`config.mk`:
```
export PLATFORM = sky130hd
export DESIGN_NAME = flash_command_interface
export DESIGN_NICKNAME = d
export VERILOG_FILES = /design/src/pkg/flash_cmd_pkg.sv /design/src/verilog/erase_blk_mem.sv /design/src/verilog/flash_command_interface.sv
export VERILOG_INCLUDE_DIRS = /design/src /design/src/pkg
export SDC_FILE = /design/constraint.sdc
export NUM_CORES = 1
export LEC_CHECK = 0
export BUFFER_PORTS_ARGS = -buffer_cell sky130_fd_sc_hd__buf_4
export CAP_MARGIN = 0
export CORE_UTILIZATION = 45
export CTS_CLUSTER_SIZE = 40
export DETAILED_ROUTE_END_ITERATION = 8
export PLACE_DENSITY = 0.64
export SYNTH_ARGS = -nofsm -noshare
export SYNTH_HDL_FRONTEND = slang
export SYNTH_HIERARCHICAL = 1
export SYNTH_SLANG_ARGS = --single-unit
```
`constraint.sdc`:
```
create_clock -name i_clk_sys -period 5.1 [get_ports i_clk_sys]
set_input_delay 0.51 -clock i_clk_sys [delete_from_list [all_inputs] [get_ports i_clk_sys]]
set_output_delay 0.51 -clock i_clk_sys [all_outputs]
set_load 0.05 [all_outputs]
```
`src/pkg/flash_cmd_map.svh`:
```
// Addresses, command codes, register offsets and timing of the command path
`ifndef FLASH_CMD_MAP_SVH
`define FLASH_CMD_MAP_SVH
`define FCI_A_UNLK_A 14'h1554
`define FCI_A_UNLK_B 14'h2aa8
`define FCI_A_PROT_A 14'h2a54
`define FCI_A_PROT_B 14'h15a8
`define FCI_D_UNLK_A 8'ha8
`define FCI_D_UNLK_B 8'h54
`define FCI_D_RESET 8'hf0
`define FCI_D_PROG 8'ha0
`define FCI_D_ERASE 8'h80
`define FCI_D_BLK 8'h30
`define FCI_D_CHIP 8'h10
`define FCI_D_SUSP 8'hb0
`define FCI_D_SETP 8'hc0
`define FCI_D_RDP 8'h90
`define FCI_D_BTU 8'hc1
`define FCI_D_CTU 16'hffff
`define FCI_D_CTP 16'hfffb
`define FCI_ODD_WORD 2'h2
`define FCI_DUMMY 16'h0000
`define FCI_PR_RST 16'hffff
`define FCI_PR_CODE 15
`define FCI_NBLK 11
`define FCI_BLK_LSB 13
`define FCI_SB_POLL 7
`define FCI_SB_TGL_A 6
`define FCI_SB_ERR 5
`define FCI_SB_TMO 3
`define FCI_SB_TGL_B 2
`define FCI_CFG_MEN 0
`define FCI_CFG_REMAP 1
`define FCI_CFG_SGT 2
`define FCI_CFG_RST 3'h6
`define FCI_REG_CFG 4'h0
`define FCI_REG_STAT 4'h4
`define FCI_REG_PROT 4'h8
`define FCI_BE_TMO_US 96
`define FCI_CLK_MHZ 200
`endif

```
`src/pkg/flash_cmd_pkg.sv`:
```
// Types of the flash command interface
package flash_cmd_pkg;
  typedef enum logic [3:0] {
    ST_READ, ST_UNL1, ST_UNL2, ST_E80, ST_UNL3, ST_UNL4, ST_PROG,
    ST_BE_WAIT, ST_BUSY_P, ST_BUSY_E, ST_PUNL1, ST_PUNL2, ST_SETP,
    ST_RDPROT, ST_BTU
  } fci_state_e;
  typedef struct packed {
    fci_state_e st;
    logic susp;
    logic err;
    logic perr;
    logic cunp;
    logic bunp;
    logic tgl;
    logic strap;
    logic chip;
    logic prog_go;
    logic erase_go;
    logic susp_p;
    logic res_p;
    logic abort_p;
    logic rvalid;
    logic cprot;
    logic [10:0] bprot;
    logic [2:0] cfg;
    logic [3:0] nblk;
    logic [15:0] tmr;
    logic [15:0] pr;
    logic [15:0] rdata;
    logic [15:0] reg_rdata;
    logic [18:0] op_addr;
    logic [15:0] op_data;
  } fci_s;
endpackage : flash_cmd_pkg

```
`src/verilog/erase_blk_mem.sv`:
```
// Small memory of block numbers queued for a block erase
`timescale 1ns/1ps
module erase_blk_mem #(
  parameter int DEPTH = 8,
  parameter int AW = 3,
  parameter int W = 6
) (
  // Clock and reset
  input wire logic i_clk_sys,
  input wire logic i_rst,
  // Write port
  input wire logic i_we,
  input wire logic [AW-1:0] i_waddr,
  input wire logic [W-1:0] i_wdata,
  // Registered read port
  input wire logic [AW-1:0] i_raddr,
  output logic [W-1:0] o_rdata
);
  logic [W-1:0] mem [DEPTH];

  always_ff @(posedge i_clk_sys) begin
    if (i_we) begin
      mem[i_waddr] <= i_wdata;
    end
  end

  // Read data valid the cycle after the index is presented
  always_ff @(posedge i_clk_sys or posedge i_rst) begin
    if (i_rst) begin
      o_rdata <= '0;
    end else begin
      o_rdata <= mem[i_raddr];
    end
  end
endmodule : erase_blk_mem

```
`src/verilog/flash_command_interface.sv`:
```
// Coded command decoder and memory configuration of the on-chip flash
`timescale 1ns/1ps
`include "flash_cmd_map.svh"
module flash_command_interface #(
  parameter int BE_TMO_CYC = `FCI_BE_TMO_US * `FCI_CLK_MHZ,
  parameter int BLK_DEPTH = 8,
  parameter int BLK_AW = 3
) (
  // Clock and reset
  input wire logic i_clk_sys,
  input wire logic i_rst,
  // CPU flash access
  input wire logic i_wr_stb,
  input wire logic i_rd_stb,
  input wire logic [18:0] i_addr,
  input wire logic [15:0] i_wdata,
  input wire logic i_fetch_in_flash,
  output logic [15:0] o_rdata,
  output logic o_rvalid,
  // Array data for the current read address
  input wire logic [15:0] i_array_rdata,
  // Embedded operation controller
  output logic o_prog_go,
  output logic o_erase_go,
  output logic o_chip_erase,
  output logic o_suspend,
  output logic o_resume,
  output logic o_abort,
  output logic [18:0] o_op_addr,
  output logic [15:0] o_op_data,
  output logic [3:0] o_blk_count,
  input wire logic [BLK_AW-1:0] i_blk_idx,
  output logic [5:0] o_blk_num,
  input wire logic i_op_done,
  input wire logic i_op_error,
  // Protection and memory map
  output logic o_code_protect,
  output logic [10:0] o_block_protect,
  input wire logic i_ext_access_pin,
  output logic o_internal_mem_enable,
  output logic o_low_segment_remap,
  output logic o_segmentation_disable,
  // Register port
  input wire logic [3:0] i_reg_addr,
  input wire logic [15:0] i_reg_wdata,
  input wire logic i_reg_wr,
  input wire logic i_reg_rd,
  output logic [15:0] o_reg_rdata
);
  flash_cmd_pkg::fci_s s_reg, s_next;
  logic blk_we;
  logic [BLK_AW-1:0] blk_waddr;
  logic wr;
  logic rd;

  // Only low offset bits take part in command matching
  function automatic logic at(input logic [18:0] a, input logic [13:0] c);
    return a[13:0] == c;
  endfunction : at

  function automatic logic odd_word(input logic [18:0] a);
    return a[1:0] == `FCI_ODD_WORD;
  endfunction : odd_word

  function automatic logic busy(input flash_cmd_pkg::fci_state_e st);
    return st == flash_cmd_pkg::ST_BUSY_P || st == flash_cmd_pkg::ST_BUSY_E
      || st == flash_cmd_pkg::ST_BE_WAIT;
  endfunction : busy

  assign wr = i_wr_stb && s_reg.cfg[`FCI_CFG_MEN];
  assign rd = i_rd_stb && s_reg.cfg[`FCI_CFG_MEN];

  always_comb begin
    flash_cmd_pkg::fci_state_e base;
    logic [7:0] d;
    s_next = s_reg;
    blk_we = 1'b0;
    blk_waddr = s_reg.nblk[BLK_AW-1:0];
    d = i_wdata[7:0];
    base = s_reg.st;
    s_next.prog_go = 1'b0;
    s_next.erase_go = 1'b0;
    s_next.susp_p = 1'b0;
    s_next.res_p = 1'b0;
    s_next.abort_p = 1'b0;
    s_next.rvalid = 1'b0;
    s_next.rdata = `FCI_DUMMY;
    s_next.reg_rdata = `FCI_DUMMY;
    // Strap is caught on the first clock after reset release
    if (!s_reg.strap) begin
      s_next.strap = 1'b1;
      s_next.cfg[`FCI_CFG_MEN] = i_ext_access_pin;
    end
    if (i_reg_wr && i_reg_addr == `FCI_REG_CFG) begin
      s_next.cfg = i_reg_wdata[2:0];
    end
    if (i_reg_rd) begin
      case (i_reg_addr)
        `FCI_REG_CFG: s_next.reg_rdata = {13'h0000, s_reg.cfg};
        `FCI_REG_STAT: s_next.reg_rdata = {5'h00, s_reg.nblk, s_reg.perr,
          s_reg.err, s_reg.susp, s_reg.st};
        `FCI_REG_PROT: s_next.reg_rdata = s_reg.pr;
        default: s_next.reg_rdata = `FCI_DUMMY;
      endcase
    end
    // Flash reads: status while busy, dummy inside a sequence
    if (rd) begin
      s_next.rvalid = 1'b1;
      if (busy(s_reg.st) || s_reg.err) begin
        s_next.tgl = ~s_reg.tgl;
        s_next.rdata[`FCI_SB_POLL] = (s_reg.st == flash_cmd_pkg::ST_BUSY_P)
          ? ~s_reg.op_data[`FCI_SB_POLL] : 1'b0;
        s_next.rdata[`FCI_SB_TGL_A] = s_reg.tgl;
        s_next.rdata[`FCI_SB_TGL_B] = s_reg.tgl;
        s_next.rdata[`FCI_SB_ERR] = s_reg.err;
        s_next.rdata[`FCI_SB_TMO] = s_reg.st != flash_cmd_pkg::ST_BE_WAIT;
      end else if (s_reg.st == flash_cmd_pkg::ST_RDPROT) begin
        if (odd_word(i_addr)) begin
          s_next.rdata = s_reg.pr;
        end
      end else if (s_reg.st == flash_cmd_pkg::ST_READ) begin
        s_next.rdata = i_array_rdata;
      end
    end
    // Erase starts when the confirm window runs out
    if (s_reg.st == flash_cmd_pkg::ST_BE_WAIT) begin
      if (s_reg.tmr == 16'h0000) begin
        s_next.erase_go = 1'b1;
        s_next.st = flash_cmd_pkg::ST_BUSY_E;
      end else begin
        s_next.tmr = s_reg.tmr - 16'h0001;
      end
    end
    // Protection read mode ends with any write other than a code protect word fetched from flash, which is decoded anew
    if (s_reg.st == flash_cmd_pkg::ST_RDPROT) begin
      base = flash_cmd_pkg::ST_READ;
    end else if (s_reg.st == flash_cmd_pkg::ST_BE_WAIT
        && s_reg.tmr == 16'h0000) begin
      // A write in the cycle the window closes meets a running erase
      base = flash_cmd_pkg::ST_BUSY_E;
    end
    if (wr) begin
      if (i_wdata == `FCI_D_CTU && i_fetch_in_flash) begin
        s_next.cunp = 1'b1;
      end else if (i_wdata == `FCI_D_CTP && i_fetch_in_flash) begin
        s_next.cunp = 1'b0;
      end else begin
        // Any cycle that does not fit falls back to read mode, except in ST_BUSY_P and ST_BUSY_E, which stay busy
        s_next.st = flash_cmd_pkg::ST_READ;
        case (base)
          flash_cmd_pkg::ST_READ: begin
            if (d == `FCI_D_RESET) begin
              s_next.err = 1'b0;
            end else if (d == `FCI_D_UNLK_A && at(i_addr, `FCI_A_UNLK_A)) begin
              s_next.st = flash_cmd_pkg::ST_UNL1;
            end else if (d == `FCI_D_UNLK_A && at(i_addr, `FCI_A_PROT_A)) begin
              s_next.st = flash_cmd_pkg::ST_PUNL1;
            end else if (d == `FCI_D_BLK && s_reg.susp) begin
              s_next.susp = 1'b0;
              s_next.res_p = 1'b1;
              s_next.st = flash_cmd_pkg::ST_BUSY_E;
            end
          end
          flash_cmd_pkg::ST_UNL1: begin
            if (d == `FCI_D_UNLK_B && at(i_addr, `FCI_A_UNLK_B)) begin
              s_next.st = flash_cmd_pkg::ST_UNL2;
            end
          end
          flash_cmd_pkg::ST_UNL2: begin
            if (d == `FCI_D_PROG && at(i_addr, `FCI_A_UNLK_A)) begin
              s_next.st = flash_cmd_pkg::ST_PROG;
            end else if (d == `FCI_D_ERASE && at(i_addr, `FCI_A_UNLK_A)
                && !s_reg.susp) begin
              s_next.st = flash_cmd_pkg::ST_E80;
            end
            // F0h here simply lands in read mode
          end
          flash_cmd_pkg::ST_E80: begin
            if (d == `FCI_D_UNLK_A && at(i_addr, `FCI_A_UNLK_A)) begin
              s_next.st = flash_cmd_pkg::ST_UNL3;
            end
          end
          flash_cmd_pkg::ST_UNL3: begin
            if (d == `FCI_D_UNLK_B && at(i_addr, `FCI_A_UNLK_B)) begin
              s_next.st = flash_cmd_pkg::ST_UNL4;
            end
          end
          flash_cmd_pkg::ST_UNL4: begin
            if (d == `FCI_D_BLK) begin
              blk_we = 1'b1;
              blk_waddr = '0;
              s_next.nblk = 4'h1;
              s_next.tmr = BE_TMO_CYC[15:0];
              s_next.st = flash_cmd_pkg::ST_BE_WAIT;
            end else if (d == `FCI_D_CHIP && at(i_addr, `FCI_A_UNLK_A)) begin
              s_next.chip = 1'b1;
              s_next.erase_go = 1'b1;
              s_next.st = flash_cmd_pkg::ST_BUSY_E;
            end
          end
          flash_cmd_pkg::ST_PROG: begin
            s_next.op_addr = i_addr;
            s_next.op_data = i_wdata;
            s_next.prog_go = 1'b1;
            s_next.st = flash_cmd_pkg::ST_BUSY_P;
          end
          flash_cmd_pkg::ST_BE_WAIT: begin
            if (d == `FCI_D_BLK) begin
              // Blocks beyond the queue depth are dropped silently
              blk_we = s_reg.nblk < 4'(BLK_DEPTH);
              if (blk_we) begin
                s_next.nblk = s_reg.nblk + 4'h1;
              end
              s_next.tmr = BE_TMO_CYC[15:0];
              s_next.st = flash_cmd_pkg::ST_BE_WAIT;
            end else if (d == `FCI_D_SUSP) begin
              // Suspend cuts the window short: start, then hold at once
              s_next.erase_go = 1'b1;
              s_next.susp_p = 1'b1;
              s_next.susp = 1'b1;
            end else begin
              s_next.abort_p = 1'b1;
              s_next.nblk = 4'h0;
            end
          end
          flash_cmd_pkg::ST_BUSY_P, flash_cmd_pkg::ST_BUSY_E: begin
            s_next.st = base;
            if (d == `FCI_D_RESET) begin
              s_next.abort_p = 1'b1;
              s_next.err = 1'b0;
              s_next.chip = 1'b0;
              s_next.st = flash_cmd_pkg::ST_READ;
            end else if (d == `FCI_D_SUSP
                && base == flash_cmd_pkg::ST_BUSY_E) begin
              s_next.susp_p = 1'b1;
              s_next.susp = 1'b1;
              s_next.st = flash_cmd_pkg::ST_READ;
            end
          end
          flash_cmd_pkg::ST_PUNL1: begin
            if (d == `FCI_D_UNLK_B && at(i_addr, `FCI_A_PROT_B)) begin
              s_next.st = flash_cmd_pkg::ST_PUNL2;
            end
          end
          flash_cmd_pkg::ST_PUNL2: begin
            if (at(i_addr, `FCI_A_PROT_A)) begin
              if (d == `FCI_D_SETP) begin
                s_next.st = flash_cmd_pkg::ST_SETP;
              end else if (d == `FCI_D_RDP) begin
                s_next.st = flash_cmd_pkg::ST_RDPROT;
              end else if (d == `FCI_D_BTU) begin
                s_next.st = flash_cmd_pkg::ST_BTU;
              end
            end
          end
          flash_cmd_pkg::ST_SETP: begin
            if (odd_word(i_addr)) begin
              if (|(~s_reg.pr & i_wdata)) begin
                s_next.perr = 1'b1;
              end else begin
                s_next.pr = i_wdata;
              end
            end
          end
          flash_cmd_pkg::ST_BTU: begin
            if (d == `FCI_D_RESET) begin
              s_next.bunp = 1'b1;
            end
          end
          default: s_next.st = flash_cmd_pkg::ST_READ;
        endcase
      end
    end
    // Done is taken after decoding: a write cannot undo it, and an error
    // that meets a read/reset in one cycle stays set
    if (i_op_done && (s_reg.st == flash_cmd_pkg::ST_BUSY_P
        || s_reg.st == flash_cmd_pkg::ST_BUSY_E)) begin
      if (i_op_error) begin
        s_next.err = 1'b1;
      end else begin
        s_next.st = flash_cmd_pkg::ST_READ;
        s_next.chip = 1'b0;
      end
    end
    s_next.cprot = ~s_next.pr[`FCI_PR_CODE] & ~s_next.cunp;
    s_next.bprot = ~s_next.pr[`FCI_NBLK-1:0] & ~{`FCI_NBLK{s_next.bunp}};
  end

  always_ff @(posedge i_clk_sys or posedge i_rst) begin
    if (i_rst) begin
      s_reg <= '{st: flash_cmd_pkg::ST_READ, cfg: `FCI_CFG_RST,
        pr: `FCI_PR_RST, default: '0};
    end else begin
      s_reg <= s_next;
    end
  end

  erase_blk_mem #(.DEPTH(BLK_DEPTH), .AW(BLK_AW), .W(6)) u_blk_mem (
    .i_clk_sys(i_clk_sys),
    .i_rst(i_rst),
    .i_we(blk_we),
    .i_waddr(blk_waddr),
    .i_wdata(i_addr[18:`FCI_BLK_LSB]),
    .i_raddr(i_blk_idx),
    .o_rdata(o_blk_num)
  );

  assign o_rdata = s_reg.rdata;
  assign o_rvalid = s_reg.rvalid;
  assign o_prog_go = s_reg.prog_go;
  assign o_erase_go = s_reg.erase_go;
  assign o_chip_erase = s_reg.chip;
  assign o_suspend = s_reg.susp_p;
  assign o_resume = s_reg.res_p;
  assign o_abort = s_reg.abort_p;
  assign o_op_addr = s_reg.op_addr;
  assign o_op_data = s_reg.op_data;
  assign o_blk_count = s_reg.nblk;
  assign o_code_protect = s_reg.cprot;
  assign o_block_protect = s_reg.bprot;
  assign o_internal_mem_enable = s_reg.cfg[`FCI_CFG_MEN];
  assign o_low_segment_remap = s_reg.cfg[`FCI_CFG_REMAP];
  assign o_segmentation_disable = s_reg.cfg[`FCI_CFG_SGT];
  assign o_reg_rdata = s_reg.reg_rdata;
endmodule : flash_command_interface

```
Yosys cells after proc, flatten, opt, wreduce, memory -nomap -nowiden
Memory sizes are Yosys's and may differ from the RTL's. A register that Yosys moved wholly into a read port is not among the register bits.
Index checks and enable logic that the tools add are counted.

cells by class
  $add $sub $neg = 2
  magnitude comparators = 1
  eq/ne operators = 50
  muxes and demuxes = 119
  bitwise operators = 13
  reduce and logical (&&, ||, !) cells = 36

operators with widths
  kind                   count
  $mux 16                11
  $mux 32                3
  $mux 4                 19
  $eq 8x8->1 const B     8
  $mux 1                 50
  $pmux 16 s3            1
  $pmux 4 s11            1
  $eq 4x4->1 const B     10
  $pmux 20 s2            1
  $eq 16x16->1 const B   2
  $mux 3                 10
  $eq 14x13->1 const B   2
  $eq 14x14->1 const B   2
  $eq 4x3->1 const B     6
  $not 11->11            2
  $mux 20                1
  $mux 6                 3
  $ne 2x2->1 const B     9
  $logic_and 1x1->1      17
  $and 16x16->16         1
  $logic_not 16->1       1
  $not 16->16            1
  $reduce_or 16->1       1
  $sub 16x1->16 const B  1
  other kinds (33)       58

storage, ports and cells
  register bits after elaboration = 136
  RAM bits = 48
  input bits = 84
  output and inout bits = 99
  memories kept = 1

memories
  name           depth  width  rd ports  clocked after memory_dff  write ports  line                 RTL
  u_blk_mem.mem  8      6      1         1                         1            erase_blk_mem.sv:19  logic [W-1:0] mem [DEPTH];

Longest topological paths before layout
  word-level depth = 14
  depth in mapped cells = 11

By module
Netlist, hierarchy kept.

by module, submodules not included
  module                   times used  cells an instance  area each (um^2)  seq. area each (um^2)
  flash_command_interface  1           679                7038.0            3425.8
  erase_blk_mem            1           89                 2055.7            1591.5

Worst setup path after synthesis
Ideal clock, no wire load.

  path type = input to register
  start point = input port i_wdata[3]
  end point = memory u_blk_mem.mem[0][0] (enable)
  setup time = 0.377 ns
  arrival time = 2.398 ns
  required time = 4.723 ns
  setup slack = 2.325 ns
  stages = 10
  path buffers = 2
  cells stage by stage = clkbuf_1 -> nor3b_1 -> and3_1 -> clkbuf_1 -> nand4_1 -> nor2_1 -> nor2_1 -> nor2_1 -> nand2b_1 -> nor3_1

between the ends
  longest elaborated chain between the ends = 8

RTL lines
  element                           line                                                            RTL
  from (decl)                       flash_command_interface.sv:16                                   input wire logic [15:0] i_wdata,
  $eq 8x6->1 (no line)              -
  $mux 1, on equally long branches  flash_command_interface.sv:208, flash_command_interface.sv:189
  $pmux 1 s2                        flash_command_interface.sv:150                                  case (base)
  $mux 1                            flash_command_interface.sv:145                                  end else if (i_wdata == `FCI_D_CTP && i_fetch_in_flash) begin
  $mux 1 (*)                        flash_command_interface.sv:143                                  if (i_wdata == `FCI_D_CTU && i_fetch_in_flash) begin
  $mux 1 (*)                        flash_command_interface.sv:142                                  if (wr) begin
  via blk_we                        flash_command_interface.sv:51                                   logic blk_we;
  $mux 1 (*)                        erase_blk_mem.sv:22                                             if (i_we) begin
  $mux 1 (implied by the code) (*)  erase_blk_mem.sv:23                                             mem[i_waddr] <= i_wdata;
  to (decl)                         erase_blk_mem.sv:19

Mark *: on every way through the listed nets, which the timed path passes. The rest lies on a longest branch.

Worst setup path in the final report
  start point = register s_reg[132] in the netlist's numbering
  end point = memory u_blk_mem.mem[0][2] (enable)

RTL lines
  element                 line                            RTL
  from (decl)             flash_command_interface.sv:50   flash_cmd_pkg::fci_s s_reg, s_next;
  from (signal assigned)  flash_command_interface.sv:291  s_reg <= '{st: flash_cmd_pkg::ST_READ, cfg: `FCI_CFG_RST,
  from (signal assigned)  flash_command_interface.sv:294  s_reg <= s_next;
  $eq 4x3->1              flash_command_interface.sv:137  end else if (s_reg.st == flash_cmd_pkg::ST_BE_WAIT
  $logic_and 1x1->1       flash_command_interface.sv:138  && s_reg.tmr == 16'h0000) begin
  $mux 4                  flash_command_interface.sv:137
  $mux 4 (*)              flash_command_interface.sv:135  if (s_reg.st == flash_cmd_pkg::ST_RDPROT) begin
  $eq 4x3->1 (*)          flash_command_interface.sv:150
  $mux 3 (*)              flash_command_interface.sv:150
  $mux 3 (*)              flash_command_interface.sv:145
  $mux 3 (*)              flash_command_interface.sv:143
  $mux 3 (*)              flash_command_interface.sv:142
  via blk_waddr[2]        flash_command_interface.sv:52   logic [BLK_AW-1:0] blk_waddr;

Marked as above.

==> flow_summary.html <==
<table>
<tr><th>Metric</th><th>Value</th></tr>
<tr><th colspan="2">Die</th></tr>
<tr><td>Core ar.</td><td>19700 um^2</td></tr>
<tr><td>Row Count</td><td>51</td></tr>
<tr><td>Die height</td><td>144 um</td></tr>
<tr><td>Die Wd</td><td>144 um</td></tr>
<tr><td>Count of boundary I/O pins</td><td>183</td></tr>
<tr><td>Total die area</td><td>20800 um^2</td></tr>
<tr><td>Starting Density</td><td>46.3%</td></tr>
<tr><th colspan="2">Clocking</th></tr>
<tr><td>Total of hold buffers inserted after clock tree synthesis</td><td>0</td></tr>
<tr><td>Register clock-pin slew on the reported worst setup and hold paths</td><td>0.07 ns</td></tr>
<tr><td>Clk sinks</td><td>190</td></tr>
<tr><td>Number of gates given a new drive strength after cts</td><td>0</td></tr>
<tr><td>Clock latency at the later pin of the worst-skew pair</td><td>0.43 ns</td></tr>
<tr><td>Clock tree from TritonCTS</td><td>done</td></tr>
<tr><td>Number of H-tree branching levels</td><td>4</td></tr>
<tr><td>Total clock buffers created by CTS</td><td>17</td></tr>
<tr><td>Clock buffer depth</td><td>2</td></tr>
<tr><td>Buffer cell driving the clock tree root</td><td>clkbuf_16</td></tr>
<tr><td>Post-CTS setup-driven buffer insertion count</td><td>0</td></tr>
<tr><th colspan="2">Placement</th></tr>
<tr><td>Number of buffers added on ports</td><td>169</td></tr>
<tr><td>Cell count after placement</td><td>1090</td></tr>
<tr><td>Detailed placement HPWL</td><td>16.5 mm</td></tr>
<tr><td>Instance area after placement</td><td>9960 um^2</td></tr>
<tr><td>DP Worst Slack</td><td>1.71 ns</td></tr>
<tr><td>RePlAce Congestion</td><td>0.901</td></tr>
<tr><th colspan="2">Route</th></tr>
<tr><td>Wire length reported by the detailed router</td><td>22.6 mm</td></tr>
<tr><td>Total vias in the final route</td><td>6209</td></tr>
<tr><td>Count of unresolved DRC violations after routing</td><td>0</td></tr>
<tr><td>Residual antenna-violating net count after detailed routing</td><td>0</td></tr>
<tr><td>Routed wire per std cell</td><td>20.2 um</td></tr>
<tr><td>Vias per std cell</td><td>5.53</td></tr>
<tr><td>Detailed-routing iteration count for the pre-antenna-repair pass</td><td>5</td></tr>
<tr><td>Starting DRC count in detailed routing</td><td>553</td></tr>
<tr><th colspan="2">Power and ir drop</th></tr>
<tr><td>Maximum resistive drop on vdd</td><td>0.000230 V</td></tr>
<tr><td>Leakage power figure</td><td>4.36 nW</td></tr>
<tr><td>Power density normalized to cell area</td><td>422 nW/um^2</td></tr>
<tr><td>Overall power of the completed layout</td><td>4.44 mW</td></tr>
<tr><th colspan="2">STA</th></tr>
<tr><td>Setup repair after global routing missed its margin</td><td>no</td></tr>
<tr><td>Smallest setup slack after layout</td><td>1.70 ns</td></tr>
<tr><td>Hold violation count in the final report</td><td>0</td></tr>
<tr><td>Peak clock frequency supported by timing</td><td>0.294 GHz</td></tr>
<tr><td>Hold WS</td><td>0.0416 ns</td></tr>
<tr><td>Slew HR</td><td>28.8%</td></tr>
<tr><td>Min Tclk post-route</td><td>3.40 ns</td></tr>
<tr><td>Actual slew at the worst max-slew pin</td><td>1.06 ns</td></tr>
<tr><td>Setup TNS after final layout</td><td>0 ns</td></tr>
<tr><td>Max Transition Viols Final</td><td>0</td></tr>
<tr><td>Number of endpoints failing setup at the final stage</td><td>0</td></tr>
<tr><td>Final Skew</td><td>0.00719 ns</td></tr>
<tr><td>Fraction of the cycle the final worst path needs</td><td>66.6%</td></tr>
<tr><th colspan="2">Yosys</th></tr>
<tr><td>Number of warnings reported in the yosys synthesis log</td><td>6</td></tr>
<tr><td>Count of flip-flops with a built-in enable after synthesis</td><td>48</td></tr>
<tr><td>Sequential fraction of the synthesis area</td><td>55.2%</td></tr>
<tr><td>Cell area after synthesis</td><td>9090 um^2</td></tr>
<tr><td>Top FF cell, synth</td><td>dfrtp_1</td></tr>
<tr><td>Most used standard cell by instance count after synthesis</td><td>dfrtp_1</td></tr>
<tr><td>Yosys reg bits</td><td>190</td></tr>
<tr><td>Fraction of registers with async set/reset</td><td>74.7%</td></tr>
<tr><td>Area fraction of the dominant cell type after synthesis</td><td>34.1%</td></tr>
<tr><td>Largest area contributor in the netlist</td><td>dfrtp_1</td></tr>
<tr><td>Leading post-synthesis cells by cell area</td><td>dfrtp_1 (34%), edfxtp_1 (16%), mux2_2 (7.4%), buf_4 (6.8%), dfstp_2 (5.2%)</td></tr>
<tr><td>Number of library cell types mapped by synthesis</td><td>69</td></tr>
<tr><td>Top cells by instance count after synthesis</td><td>dfrtp_1 (124), nor2_1 (91), buf_4 (82)</td></tr>
<tr><td>Post-Synthesis Net Count</td><td>854</td></tr>
<tr><td>Gate count after technology mapping</td><td>768</td></tr>
<tr><td>Mapped Avg Cell Area</td><td>11.8 um^2</td></tr>
<tr><th colspan="2">Worst setup path</th></tr>
<tr><td>Combined buffer and inverter count along the critical path</td><td>1</td></tr>
<tr><td>Worst Reg2Reg Path Length in Cells</td><td>7</td></tr>
<tr><td>Reg-to-reg critical path endpoint</td><td>u_blk_mem/mem[0][2]$_DFFE_PP_</td></tr>
<tr><td>Cells along the critical path</td><td>inv_1 &gt; nor3b_1 &gt; nand3_1 &gt; nor2_1 &gt; nor2b_1 &gt; nand2b_1 &gt; nor3_1</td></tr>
<tr><td>Slowest-stage cell, CP</td><td>dfrtp_1</td></tr>
<tr><td>Sort of element at the start of the critical path</td><td>flip-flop</td></tr>
<tr><td>Critical Setup Path Class</td><td>reg -&gt; reg</td></tr>
<tr><td>Peak fanout along the critical path</td><td>18</td></tr>
<tr><td>Peak per-stage delay on the critical path</td><td>0.79 ns</td></tr>
<tr><td>Worst EP arrival</td><td>3.45 ns</td></tr>
<tr><td>Number of cells on the critical path</td><td>7</td></tr>
<tr><td>Worst setup EP type</td><td>flip-flop</td></tr>
<tr><td>Register-to-register setup slack</td><td>1.70 ns</td></tr>
<tr><td>Cell family with the largest share of critical-path delay</td><td>simple AND/OR/NAND/NOR gates</td></tr>
<tr><td>Worst flop-to-flop path startpoint</td><td>s_reg[132]$_DFF_PP0_</td></tr>
<tr><td>Data required time of the critical path</td><td>5.15 ns</td></tr>
<tr><th colspan="2">Finish</th></tr>
<tr><td>Final Instance Count excl. Fillers</td><td>1122</td></tr>
<tr><td>Post-route design area</td><td>10500 um^2</td></tr>
<tr><td>Number of antenna cells inserted</td><td>0</td></tr>
<tr><td>Area added between synthesis and finish</td><td>15.7%</td></tr>
<tr><td>Share of the core filled with cells in the final layout</td><td>53.6%</td></tr>
<tr><td>Largest register FFs</td><td>48</td></tr>
<tr><td>NumNets Final</td><td>930</td></tr>
<tr><td>Layout cell share with drive strength beyond 1</td><td>34.5%</td></tr>
<tr><th colspan="2">Flow run</th></tr>
<tr><td>Number of violations of the max-capacitance limit</td><td>0</td></tr>
<tr><th colspan="2">Global routing</th></tr>
<tr><td>Met1 track demand over resource</td><td>30.6%</td></tr>
<tr><td>Number of antenna violations at the first check in global routing</td><td>0</td></tr>
<tr><td>Largest net degree at the start of global routing</td><td>96</td></tr>
<tr><td>Via count of the first global-routing pass</td><td>6084</td></tr>
<tr><td>Met2 track utilization from global routing</td><td>35.0%</td></tr>
<tr><td>Wire length of the first global-routing pass</td><td>34.3 mm</td></tr>
<tr><td>Global-route usage over all layers</td><td>22.4%</td></tr>
<tr><td>Met3 capacity usage during global routing</td><td>4.97%</td></tr>
<tr><td>Global-route congestion overflow total</td><td>0</td></tr>
<tr><td>Grt peak-use layer</td><td>met2</td></tr>
<tr><th colspan="2">Status</th></tr>
<tr><td>Run status</td><td>completed</td></tr>
<tr><th colspan="2">Hold path</th></tr>
<tr><td>Type of the worst min-delay path</td><td>in -&gt; async</td></tr>
</table>
==> kinds of logic (layout without fill, tap and decap cells) <==
| kind of cell | after synthesis | count (layout) | share of synthesized area, % |
|---|---|---|---|
| xor+xnor | 15 | 15 | 1.44 |
| mux | 78 | 78 | 11.6 |
| fa+ha+maj | 2 | 2 | 0.275 |
| flops | 190 | 190 | 55.2 |
| other cells | 1 | 1 | 0.0412 |
| compound gates | 94 | 94 | 7.47 |
| buf+inv | 129 | 218 | 9.11 |
| simple gates | 259 | 259 | 14.9 |
==> placed cells by master (no fill, tap or decap), types with 13 or more instances in the layout <==
master / instances
buf_4: 173
dfrtp_1: 124
nor2_1: 91
mux2_2: 60
edfxtp_1: 48
nand2_1: 33
a22oi_1: 21
o21ai_0: 18
nand2b_1: 18
dfstp_2: 18
nor3_1: 17
clkbuf_16: 17
a21oi_1: 14
nand3_1: 13
==> worst max path at each step <==
| stage | from | to | slack [ns] |
|---|---|---|---|
| global route | s_reg[132]$_DFF_PP0_ | u_blk_mem/mem[0][5]$_DFFE_PP_ | 1.35 |
| global placement | i_wdata[0] | o_op_data[9]$_DFFE_PP0P_ | 1.77 |
| finish | s_reg[132]$_DFF_PP0_ | u_blk_mem/mem[0][2]$_DFFE_PP_ | 1.70 |
| detailed placement | i_wdata[5] | u_blk_mem/mem[4][5]$_DFFE_PP_ | 1.71 |
| CTS | s_reg[132]$_DFF_PP0_ | u_blk_mem/mem[0][2]$_DFFE_PP_ | 1.72 |
| floorplan | i_rst | o_abort$_DFF_PP0_ | 0.98 |
==> final cells by class <==
type | count | area [um^2]
fillers | 1698 | 9130
flip-flops and latches | 190 | 5020
multi-input cells | 449 | 3260
repair buffers | 173 | 1300
clock buffers | 20 | 448
well taps | 265 | 332
clock inverters | 12 | 120
inverters | 13 | 53.8
==> where the power goes <==
| part | leakage (nW) | switching, mW | total, mW | internal (mW) |
|---|---|---|---|---|
| Sequential | 2.12 | 0.124 | 1.86 | 1.74 |
| Clock | 0.281 | 0.615 | 1.28 | 0.662 |
| Combinational | 1.96 | 0.870 | 1.30 | 0.427 |
| Total | 4.36 | 1.61 | 4.44 | 2.83 |
==> metal layers <==
layer,vias up,part of all wire [%]
li1,2837,-
met2,246,47
met5,-,0
met4,0,2.4
met1,3087,44
met3,39,6.7
Power figures use the tool's default switching activity.
